File: src/hw/icc_pkg.sv
/*
 * Package for the input capture channel: register map, field positions,
 * mode codes and shared carrier types.
 * Assumes a 16-bit register port and two 16-bit timer counts from outside.
 */
package icc_pkg;

    // Register indices on the plain register port
    localparam logic [2:0] ADDR_CONTROL = 3'h0;
    localparam logic [2:0] ADDR_RESULT = 3'h1;
    localparam logic [2:0] ADDR_INT_STATUS = 3'h2;
    localparam logic [2:0] ADDR_INT_MASK = 3'h3;

    // Control register field positions
    localparam int IDLE_STOP_BIT = 13;
    localparam int TIMER_SEL_BIT = 7;
    localparam int CPI_HI = 6;
    localparam int CPI_LO = 5;
    localparam int OVF_BIT = 4;
    localparam int BNE_BIT = 3;
    localparam int MODE_HI = 2;
    localparam int MODE_LO = 0;

    // Reset values and writable-bit mask of the control register
    localparam logic [15:0] CONTROL_RESET = 16'h0000;
    localparam logic [15:0] CONTROL_WMASK = 16'h20e7;

    // Interrupt status bit positions
    localparam int EVT_CAPTURE = 0;
    localparam int EVT_OVERFLOW = 1;
    localparam int EVT_WAKE = 2;
    localparam int NUM_EVENTS = 3;

    // Mode field codes
    localparam logic [2:0] MODE_OFF = 3'h0;
    localparam logic [2:0] MODE_EVERY_EDGE = 3'h1;
    localparam logic [2:0] MODE_FALL = 3'h2;
    localparam logic [2:0] MODE_RISE = 3'h3;
    localparam logic [2:0] MODE_RISE4 = 3'h4;
    localparam logic [2:0] MODE_RISE16 = 3'h5;
    localparam logic [2:0] MODE_UNUSED = 3'h6;
    localparam logic [2:0] MODE_WAKE = 3'h7;

    // Prescale terminal counts for the divided rising-edge modes
    localparam logic [3:0] PRESCALE_4_LAST = 4'h3;
    localparam logic [3:0] PRESCALE_16_LAST = 4'hf;

    // Software side of the register port
    typedef struct packed {
        logic [2:0] addr;
        logic [15:0] wdata;
        logic wr;
        logic rd;
    } icc_bus_s;

    // Decoded control fields
    typedef struct packed {
        logic idle_stop_control;
        logic capture_timer_select;
        logic [1:0] captures_per_interrupt;
        logic [2:0] capture_mode_field;
    } icc_ctrl_s;

endpackage : icc_pkg

File: src/hw/icc_input_capture_channel.sv
/*
 * One input capture channel: edge detect with prescaler, timer selection,
 * capture FIFO, overflow and buffer status, captures-per-interrupt counter
 * and a sticky, maskable interrupt register set.
 * Register indices: control, capture result, interrupt status, interrupt mask.
 * Interrupt bits: capture count reached, capture dropped on overflow, wake edge.
 * A result read on an empty FIFO returns a stale entry and pops nothing.
 * Any control write restarts the prescaler and the captures-per-interrupt count.
 * A capture lands about three cycles after the pin moves, set by the synchroniser.
 * Pin pulses shorter than two cycles may be lost; that is the price of the filter.
 * The interrupt output is registered yet rises with the status bit behind it.
 * Assumes the capture pin is asynchronous to ref_clk, the timer counts and
 * the power-mode levels come from logic on ref_clk.
 */
// Design decisions made here: the register addresses and strobed register access.
`timescale 1ns/1ns

module icc_input_capture_channel #(
    parameter int DATA_W = 16,
    parameter int DEPTH = 4
) (
    // Clock and reset
    input wire logic ref_clk,
    input wire logic nrst,
    // Register port
    input wire icc_pkg::icc_bus_s bus,
    output logic [15:0] rdata,
    // Capture pin and timer sources
    input wire logic capture_pin,
    input wire logic [DATA_W-1:0] second_timer_count,
    input wire logic [DATA_W-1:0] third_timer_count,
    // Device power state
    input wire logic cpu_idle,
    input wire logic cpu_sleep,
    // Interrupt
    output logic irq
);

    localparam int PTR_W = $clog2(DEPTH);
    localparam int CNT_W = $clog2(DEPTH + 1);

    // Decode of a control word into fields, used for the stored copy
    function automatic icc_pkg::icc_ctrl_s decode_ctrl(input logic [15:0] w);
        icc_pkg::icc_ctrl_s c;
        c.idle_stop_control = w[icc_pkg::IDLE_STOP_BIT];
        c.capture_timer_select = w[icc_pkg::TIMER_SEL_BIT];
        c.captures_per_interrupt = w[icc_pkg::CPI_HI:icc_pkg::CPI_LO];
        c.capture_mode_field = w[icc_pkg::MODE_HI:icc_pkg::MODE_LO];
        return c;
    endfunction : decode_ctrl

    // Strobe qualified by a register index, shared by the write decodes and the result-read pop
    function automatic logic reg_hit(input logic stb, input logic [2:0] a, input logic [2:0] idx);
        return stb && (a == idx);
    endfunction : reg_hit

    // Ring increment shared by both FIFO pointers; DEPTH need not be a power of two
    function automatic logic [PTR_W-1:0] ptr_inc(input logic [PTR_W-1:0] p);
        return (32'(p) == DEPTH - 1) ? '0 : p + PTR_W'(1);
    endfunction : ptr_inc

    // Control word as software last wrote it
    logic [15:0] control;

    // Synchroniser stages and the settled pin level
    logic [2:0] pin_sync;
    logic pin_last;

    // Prescaler and captures-per-interrupt counters
    logic [3:0] prescale;
    logic [1:0] cpi_count;

    // Capture FIFO, addressed by index
    logic [DATA_W-1:0] fifo_mem [DEPTH];
    logic [PTR_W-1:0] wr_ptr;
    logic [PTR_W-1:0] rd_ptr;
    logic [CNT_W-1:0] fill;

    // Overflow flag and interrupt registers
    logic overflow;
    logic [icc_pkg::NUM_EVENTS-1:0] int_status;
    logic [icc_pkg::NUM_EVENTS-1:0] int_mask;

    // Decoded control fields
    icc_pkg::icc_ctrl_s ctrl;
    assign ctrl = decode_ctrl(control);

    // Pin is seen as changed only once the second and third stages agree
    // so a glitch caught by one stage alone never makes an edge
    wire pin_stable = (pin_sync[1] == pin_sync[2]);
    wire pin_now = pin_stable ? pin_sync[2] : pin_last;
    wire rise = pin_now & ~pin_last;
    wire fall = ~pin_now & pin_last;

    wire halted = ctrl.idle_stop_control & cpu_idle;
    wire [2:0] mode = ctrl.capture_mode_field;
    wire cap_mode = (mode != icc_pkg::MODE_OFF) && (mode != icc_pkg::MODE_UNUSED)
                    && (mode != icc_pkg::MODE_WAKE);
    wire run = cap_mode & ~halted;

    // Mode codes looked at by the edge-select, count and wake paths
    wire mode_every = (mode == icc_pkg::MODE_EVERY_EDGE);
    wire mode_fall = (mode == icc_pkg::MODE_FALL);
    wire mode_wake = (mode == icc_pkg::MODE_WAKE);

    wire edge_hit = mode_every ? (rise | fall) : mode_fall ? fall : rise;
    wire [3:0] pre_last = (mode == icc_pkg::MODE_RISE16) ? icc_pkg::PRESCALE_16_LAST :
                          icc_pkg::PRESCALE_4_LAST;
    wire pre_mode = (mode == icc_pkg::MODE_RISE4) || (mode == icc_pkg::MODE_RISE16);
    wire capture = run & edge_hit & (~pre_mode | (prescale == pre_last));

    // wake interrupt from rising edges while asleep or idle
    wire wake_evt = mode_wake & rise & (cpu_sleep | cpu_idle);

    wire [DATA_W-1:0] cap_value = ctrl.capture_timer_select ? second_timer_count
                                                             : third_timer_count;

    // FIFO level; fill counts up to DEPTH so full and empty never alias
    wire full = (fill == CNT_W'(DEPTH));
    wire empty = (fill == '0);
    wire push = capture & ~full;
    // a result read pops the oldest entry unless the FIFO is empty
    wire rd_result = reg_hit(bus.rd, bus.addr, icc_pkg::ADDR_RESULT);
    wire pop = rd_result & ~empty;

    // captures-per-interrupt count, bypassed in every-edge mode
    wire cpi_done = mode_every || (cpi_count == ctrl.captures_per_interrupt);
    wire cap_int = capture & cpi_done;

    // Register write decode
    wire wr_ctrl = reg_hit(bus.wr, bus.addr, icc_pkg::ADDR_CONTROL);
    wire wr_stat = reg_hit(bus.wr, bus.addr, icc_pkg::ADDR_INT_STATUS);
    wire wr_mask = reg_hit(bus.wr, bus.addr, icc_pkg::ADDR_INT_MASK);

    // next control word keeps only the implemented bits
    wire [15:0] next_control = wr_ctrl ? (bus.wdata & icc_pkg::CONTROL_WMASK) : control;

    // next prescale; a control write restarts it so no stale count survives
    wire [3:0] next_prescale = (!run || !pre_mode || wr_ctrl) ? 4'h0 :
                               !rise ? prescale :
                               (prescale == pre_last) ? 4'h0 : prescale + 4'h1;

    // next capture count, restarted on a control write or outside the capture modes, held while halted
    wire [1:0] next_cpi_count = (!cap_mode || wr_ctrl) ? 2'h0 :
                                !capture ? cpi_count :
                                cpi_done ? 2'h0 : cpi_count + 2'h1;

    wire [PTR_W-1:0] next_wr_ptr = push ? ptr_inc(wr_ptr) : wr_ptr;
    wire [PTR_W-1:0] next_rd_ptr = pop ? ptr_inc(rd_ptr) : rd_ptr;
    wire [CNT_W-1:0] next_fill = fill + CNT_W'(push) - CNT_W'(pop);

    // Interrupt events: wake edge, dropped capture, captures-per-interrupt reached
    wire [icc_pkg::NUM_EVENTS-1:0] events = {wake_evt, capture & full, cap_int};
    // Write-one-to-clear bits, zero unless software writes the status index
    wire [icc_pkg::NUM_EVENTS-1:0] clear_bits =
        wr_stat ? bus.wdata[icc_pkg::NUM_EVENTS-1:0] : '0;
    // A new event wins over a clear that lands in the same cycle
    wire [icc_pkg::NUM_EVENTS-1:0] next_int_status = (int_status & ~clear_bits) | events;
    wire [icc_pkg::NUM_EVENTS-1:0] next_int_mask =
        wr_mask ? bus.wdata[icc_pkg::NUM_EVENTS-1:0] : int_mask;

    // status bits shown in the control word
    logic [15:0] ctrl_view;
    always_comb begin
        ctrl_view = control;
        ctrl_view[icc_pkg::OVF_BIT] = overflow;
        ctrl_view[icc_pkg::BNE_BIT] = ~empty;
    end

    // Read data mux; unmapped addresses read zero
    logic [15:0] next_rdata;
    always_comb begin
        next_rdata = 16'h0000;
        case (bus.addr)
            icc_pkg::ADDR_CONTROL: next_rdata = ctrl_view;
            icc_pkg::ADDR_RESULT: next_rdata = 16'(fifo_mem[rd_ptr]);
            icc_pkg::ADDR_INT_STATUS: next_rdata = 16'(int_status);
            icc_pkg::ADDR_INT_MASK: next_rdata = 16'(int_mask);
            default: next_rdata = 16'h0000;
        endcase
    end

    // Pin synchroniser and settled edge reference
    always_ff @(posedge ref_clk or negedge nrst) begin
        if (!nrst) begin
            pin_sync <= 3'h0;
            pin_last <= 1'b0;
        end else begin
            pin_sync <= {pin_sync[1:0], capture_pin};
            pin_last <= pin_now;
        end
    end

    // Control register; only implemented bits take writes
    always_ff @(posedge ref_clk or negedge nrst) begin
        if (!nrst) begin
            control <= icc_pkg::CONTROL_RESET;
        end else begin
            control <= next_control;
        end
    end

    // prescaler counts intermediate edges; cleared when leaving run
    always_ff @(posedge ref_clk or negedge nrst) begin
        if (!nrst) begin
            prescale <= 4'h0;
        end else begin
            prescale <= next_prescale;
        end
    end

    // capture counter toward the next interrupt
    always_ff @(posedge ref_clk or negedge nrst) begin
        if (!nrst) begin
            cpi_count <= 2'h0;
        end else begin
            cpi_count <= next_cpi_count;
        end
    end

    // FIFO storage written by index
    // No reset: an empty-FIFO read shows whatever the slot last held
    always_ff @(posedge ref_clk) begin
        if (push) begin
            fifo_mem[wr_ptr] <= cap_value;
        end
    end

    always_ff @(posedge ref_clk or negedge nrst) begin
        if (!nrst) begin
            wr_ptr <= '0;
            rd_ptr <= '0;
            fill <= '0;
        end else begin
            wr_ptr <= next_wr_ptr;
            rd_ptr <= next_rd_ptr;
            fill <= next_fill;
        end
    end

    // overflow sets on a capture into a full FIFO, clears once emptied
    // The set never meets the clear: a full FIFO is never empty
    always_ff @(posedge ref_clk or negedge nrst) begin
        if (!nrst) begin
            overflow <= 1'b0;
        end else if (capture && full) begin
            overflow <= 1'b1;
        end else if (empty) begin
            overflow <= 1'b0;
        end
    end

    // Sticky status, write-one-to-clear, a new event wins over the clear
    always_ff @(posedge ref_clk or negedge nrst) begin
        if (!nrst) begin
            int_status <= '0;
            int_mask <= '0;
        end else begin
            int_status <= next_int_status;
            int_mask <= next_int_mask;
        end
    end

    // Read data registered, valid only the cycle after the strobe
    // and zero otherwise, so no stale value lingers on the port
    always_ff @(posedge ref_clk or negedge nrst) begin
        if (!nrst) begin
            rdata <= 16'h0000;
        end else begin
            rdata <= bus.rd ? next_rdata : 16'h0000;
        end
    end

    // Level interrupt while any unmasked status bit is set; built from the next
    // values so the flip-flop rises in the same cycle as the status bit
    always_ff @(posedge ref_clk or negedge nrst) begin
        if (!nrst) begin
            irq <= 1'b0;
        end else begin
            irq <= |(next_int_status & next_int_mask);
        end
    end

endmodule : icc_input_capture_channel

File: config.mk
export PLATFORM = sky130hd
export DESIGN_NAME = icc_input_capture_channel
export DESIGN_NICKNAME = d
export VERILOG_FILES = /design/src/hw/icc_pkg.sv /design/src/hw/icc_input_capture_channel.sv
export SDC_FILE = /design/constraint.sdc
export NUM_CORES = 1
export LEC_CHECK = 0
export BUFFER_PORTS_ARGS = -buffer_cell sky130_fd_sc_hd__buf_4
export CAP_MARGIN = 20
export CORE_MARGIN = 8
export CORE_UTILIZATION = 45
export DETAILED_ROUTE_END_ITERATION = 12
export PLACE_DENSITY = 0.7
export SLEW_MARGIN = 30
export SYNTH_ARGS = -nofsm -noshare
export SYNTH_HDL_FRONTEND = slang
export SYNTH_SLANG_ARGS = --single-unit
File: constraint.sdc
create_clock -name ref_clk -period 3.5 [get_ports ref_clk]
set_clock_uncertainty 0.15 [all_clocks]
set_input_delay 0.175 -clock ref_clk [delete_from_list [all_inputs] [get_ports ref_clk]]
set_output_delay 0.175 -clock ref_clk [all_outputs]
set_load 0.02 [all_outputs]
==> flow_results.org <==
** Critical path
- For the worst setup path, the data required time is 3.62 ns.
- Total number of cells along the worst setup path :: 13
- Slowest CP cell :: sky130_fd_sc_hd__dfrtp_1
- CP top delay family :: adder cells
- The setup check on the worst reg-to-reg path leaves a slack of around 0.27 ns.
- Reg2Reg Depth :: 13
- The worst register-to-register path begins at pin_last.
- For this run, the slowest stage of the critical path takes approximately 0.4 ns.
- Type of the worst setup path :: flip-flop to flip-flop
- The worst setup path is launched from a flip-flop.
- The critical path goes through a21o_1, o21a_1, ha_2, and3b_1, a2111oi_4, and4_1, inv_1, ha_1, inv_1, ha_1, fa_1, xor2_1, xnor2_1.
- Critical Path End Type :: flip-flop
- Number of buffers and inverters on the critical path :: 2
- Of all nets on the critical path, the largest fanout is 8.
- Worst setup startpoint :: pin_last
- Data arrival time at the worst-slack endpoint :: 3.36 ns

** STA
- Adding up every negative setup slack in the final design gives 0 ns.
- Number of slew-limit violations in the final report :: 0
- After layout, the minimum clock period comes to between 3 and 4 ns.
- Upper clock frequency limit :: 0.3093 GHz
- RSZ-0062 raised after global routing :: false
- Max-slew headroom at the worst pin :: 0.4264
- Setup violations remaining at the end of the flow were counted as 0.
- In the finished design, the share of the clock period the worst path needs comes to 0.9239.
- Slew @ Worst Pin :: roughly 0.86 ns
- Final Hold Fails :: 0

** Die
- In this run the core area contains 38 standard-cell rows.
- The die covers 14570 um2.
- Height of the die :: 120.7 um
- 75 I/O pins were placed.
- Width of the die :: between 100 and 150 um
- The initial utilization of the core area, before any placement, comes to 0.4571.
- Area of the core :: 10790 um2

** Run status
- The flow ran to the end, and the final reports show no timing, DRC or antenna violations.

** Synth
- The synthesized netlist contains 59 unique library cells.
- For this run, the register share of the synthesized area comes to 0.6330.
- In this run, synthesis inferred between 60 and 70 flip-flops with an integrated enable.
- Synthesis produced a netlist with a net count of 377.
- Flops & latches, synth :: 112
- Cell area after technology mapping :: 4933 um2
- Share of synthesized registers carrying an async set or reset :: 0.4286
- Yosys printed 0 warnings.
- After technology mapping, the gate count stands at 308.
- Prevailing post-synth register cell :: sky130_fd_sc_hd__edfxtp_1
- In this run the mean area of a mapped cell was 16.02 um2.

** Clocking
- Post-CTS Setup Inserts :: 0
- Clk sink count :: between 100 and 150
- The clock reaches the later pin of the worst-skew pair after 0.37 ns.
- Clock buffers created by TritonCTS :: 9
- TritonCTS built the clock tree.
- Clock-pin slew was measured on the worst setup and hold paths at 0.11 ns.
- Clk Tree Root Cell :: sky130_fd_sc_hd__clkbuf_8
- In this run the deepest clock path goes through 2 buffers.
- H-Tree Depth :: 3

** Finish
- The repair_antennas step left the layout with diodes totalling 0.
- The area growth from synthesis to layout is 26.76%.
- Commonest non-fill, non-tap cell in the layout :: sky130_fd_sc_hd__buf_4
- At the end of the flow, the number of nets in the layout was between 400 and 500.
- At the end of the flow the core is filled with cells to 0.5794.
- Leaving out fill and tap cells, the most frequent cells in the layout are sky130_fd_sc_hd__buf_4, sky130_fd_sc_hd__edfxtp_1, sky130_fd_sc_hd__dfrtp_1, sky130_fd_sc_hd__dlygate4sd3_1, sky130_fd_sc_hd__mux2_2.
- Fraction of layout instances using a drive strength above 1 :: 0.3419

** Hold path
- Startpoint of the worst hold path :: second_timer_count[10]
- The min-delay analysis places its worst path in the category primary input to flip-flop.
- Along the worst hold path, the cell count comes to 2.

** Routing
- Vias per cell :: 5.231
- TritonRoute pass-1 iters :: 5
- Number of antenna-violating nets in the routed design :: 0
- Via total after detailed routing :: between 2000 and 3000
- Total wire length :: 10130 um
- Average wire per standard cell :: 17.86 um
- The detailed router finished its first iteration with 188 violations.
- In the routed design, unresolved DRC markers number 0.

** Place
- Summed over all nets, the half-perimeter wirelength after detailed placement is roughly 6500 um.
- In this run the tool buffered the top-level ports with 65 buffer cells.
- Final GP Congestion :: between 0.7 and 0.8

** Power
- The share of total power dissipated in the clock network is 0.210.
- Total leakage power :: around 2.5 nW
- Cell Pwr Density :: 579.2 nW/um2
- Power share of the sequential group :: 0.499
- Combinational share of power :: 0.290
- In this run the power spent charging and discharging nets is 0.001118 W.
- Switching power as a share of total power :: 0.3087
- Internal power comes to roughly 0.0025 W.
- The worst-case IR drop observed on VDD is 0.2925 mV.

** Global routing
- The number of antenna violations at the first check in global routing is 0.
- In this run the most used layer during global routing was met2.
- For this run the aggregate overflow at the end of global routing stands at 0.
- For met2 alone, demand over resource in global routing was 0.2504.
- Pin count of the biggest net entering global routing :: 49
- In the global route stage, met3 resource usage came out at 0.04196.
- Across every metal layer, demand over resource in global routing totals 0.1450.
- The first global-routing pass estimated 16350 um of wire.
- Via count of the first global-routing pass :: 3219
- For this run, global-route usage on met1 was measured as 0.1727.

** Job
- Max-cap violations in this run came to 0.
cell usage after synthesis, drive strengths merged (2+ instances only):
cell / count / share of area
and3b: 2 / 0.0036
a21boi: 2 / 0.0030
inv: 18 / 0.014
nand4: 2 / 0.0025
or3b: 2 / 0.0036
clkbuf: 5 / 0.0041
dfrtp: 48 / 0.24
nor2: 14 / 0.011
a21oi: 2 / 0.0020
ha: 10 / 0.025
mux2i: 9 / 0.018
nand2: 6 / 0.0046
nor2b: 11 / 0.014
mux2: 28 / 0.065
mux4: 19 / 0.087
or3: 2 / 0.0025
nand3: 4 / 0.0051
o2111ai: 2 / 0.0036
a41oi: 2 / 0.0036
nor4b: 2 / 0.0061
nor3: 3 / 0.0030
buf: 9 / 0.012
edfxtp: 64 / 0.39
a2111oi: 2 / 0.0074
xnor2: 3 / 0.0053
and2: 6 / 0.0076
nand2b: 3 / 0.0038
a211oi: 3 / 0.0046
registers in the layout, indices dropped and copies added (netlist names):
signal,flops
cpi_count,2
fifo_mem,64
int_mask,3
prescale,4
irq,1
rd_ptr,2
wr_ptr,2
pin_sync,3
int_status,3
control,7
fill,3
overflow,1
pin_last,1
rdata,16
power groups by stage:
stage | clock network [W] | registers (W) | logic (W)
3_5_place_dp | 0 | 0.00184 | 0.000993
4_1_cts | 0.000786 | 0.00181 | 0.00106
3_3_place_gp | 0 | 0.00183 | 0.000960
6_report | 0.000762 | 0.00181 | 0.00105
2_1_floorplan | 0 | 0.00174 | 0.000771
5_1_grt | 0.000835 | 0.00184 | 0.00114
final timing paths:
check / end
worst max-delay path: fill[2]
worst min-delay path: fifo_mem[1][10]
worst max register to register: fill[2]
worst min register to register: pin_sync[1]
max in group asynchronous: rdata[13]
min in group asynchronous: rdata[6]
kinds of logic after synthesis:
group	share of synthesized area
flops	0.6330
simple gates	0.07812
mux	0.1704
buf+inv	0.02992
compound gates	0.05200
fa+ha+maj	0.02942
xor+xnor	0.007102
routing by layer:
metal	vias to the layer above	wire length [um]
met5	-	0
met4	0	104
met3	10	469
met2	74	5114
met1	1492	4440
li1	1390	-
stage by stage:
| step | instances | hold slack (ns) | setup WS, ns | total power, W | cell area, um2 |
|---|---|---|---|---|---|
| finish | 567 | 0.01910 | 0.2665 | 0.003622 | 6254 |
| global placement | 508 | 0.08089 | 0.2832 | 0.002788 | 5622 |
| global route | 567 | -0.0004151 | 0.07586 | 0.003815 | 6254 |
| detailed placement | 508 | 0.09414 | 0.2029 | 0.002832 | 5622 |
| CTS | 566 | 0.002508 | 0.1795 | 0.003655 | 6241 |
| floorplan | 308 | -0.2706 | 0.2293 | 0.002513 | 4933 |
final cells by class:
cell class | instances | area, um2
timing repair buffer | 117 | 1023
fill | 805 | 4539
sequential | 112 | 3123
tap | 140 | 175.2
multi-input combinational | 164 | 1665
clock buffer | 9 | 123.9
inverter | 18 | 67.56
clock inverter | 7 | 75.07
what timing repair did:
item	CTS	global route
hold buffers	42	1
setup endpoints to repair	0	1
gates resized for setup	0	1
hold endpoints to repair	115	3
Power figures use the tool's default switching activity.
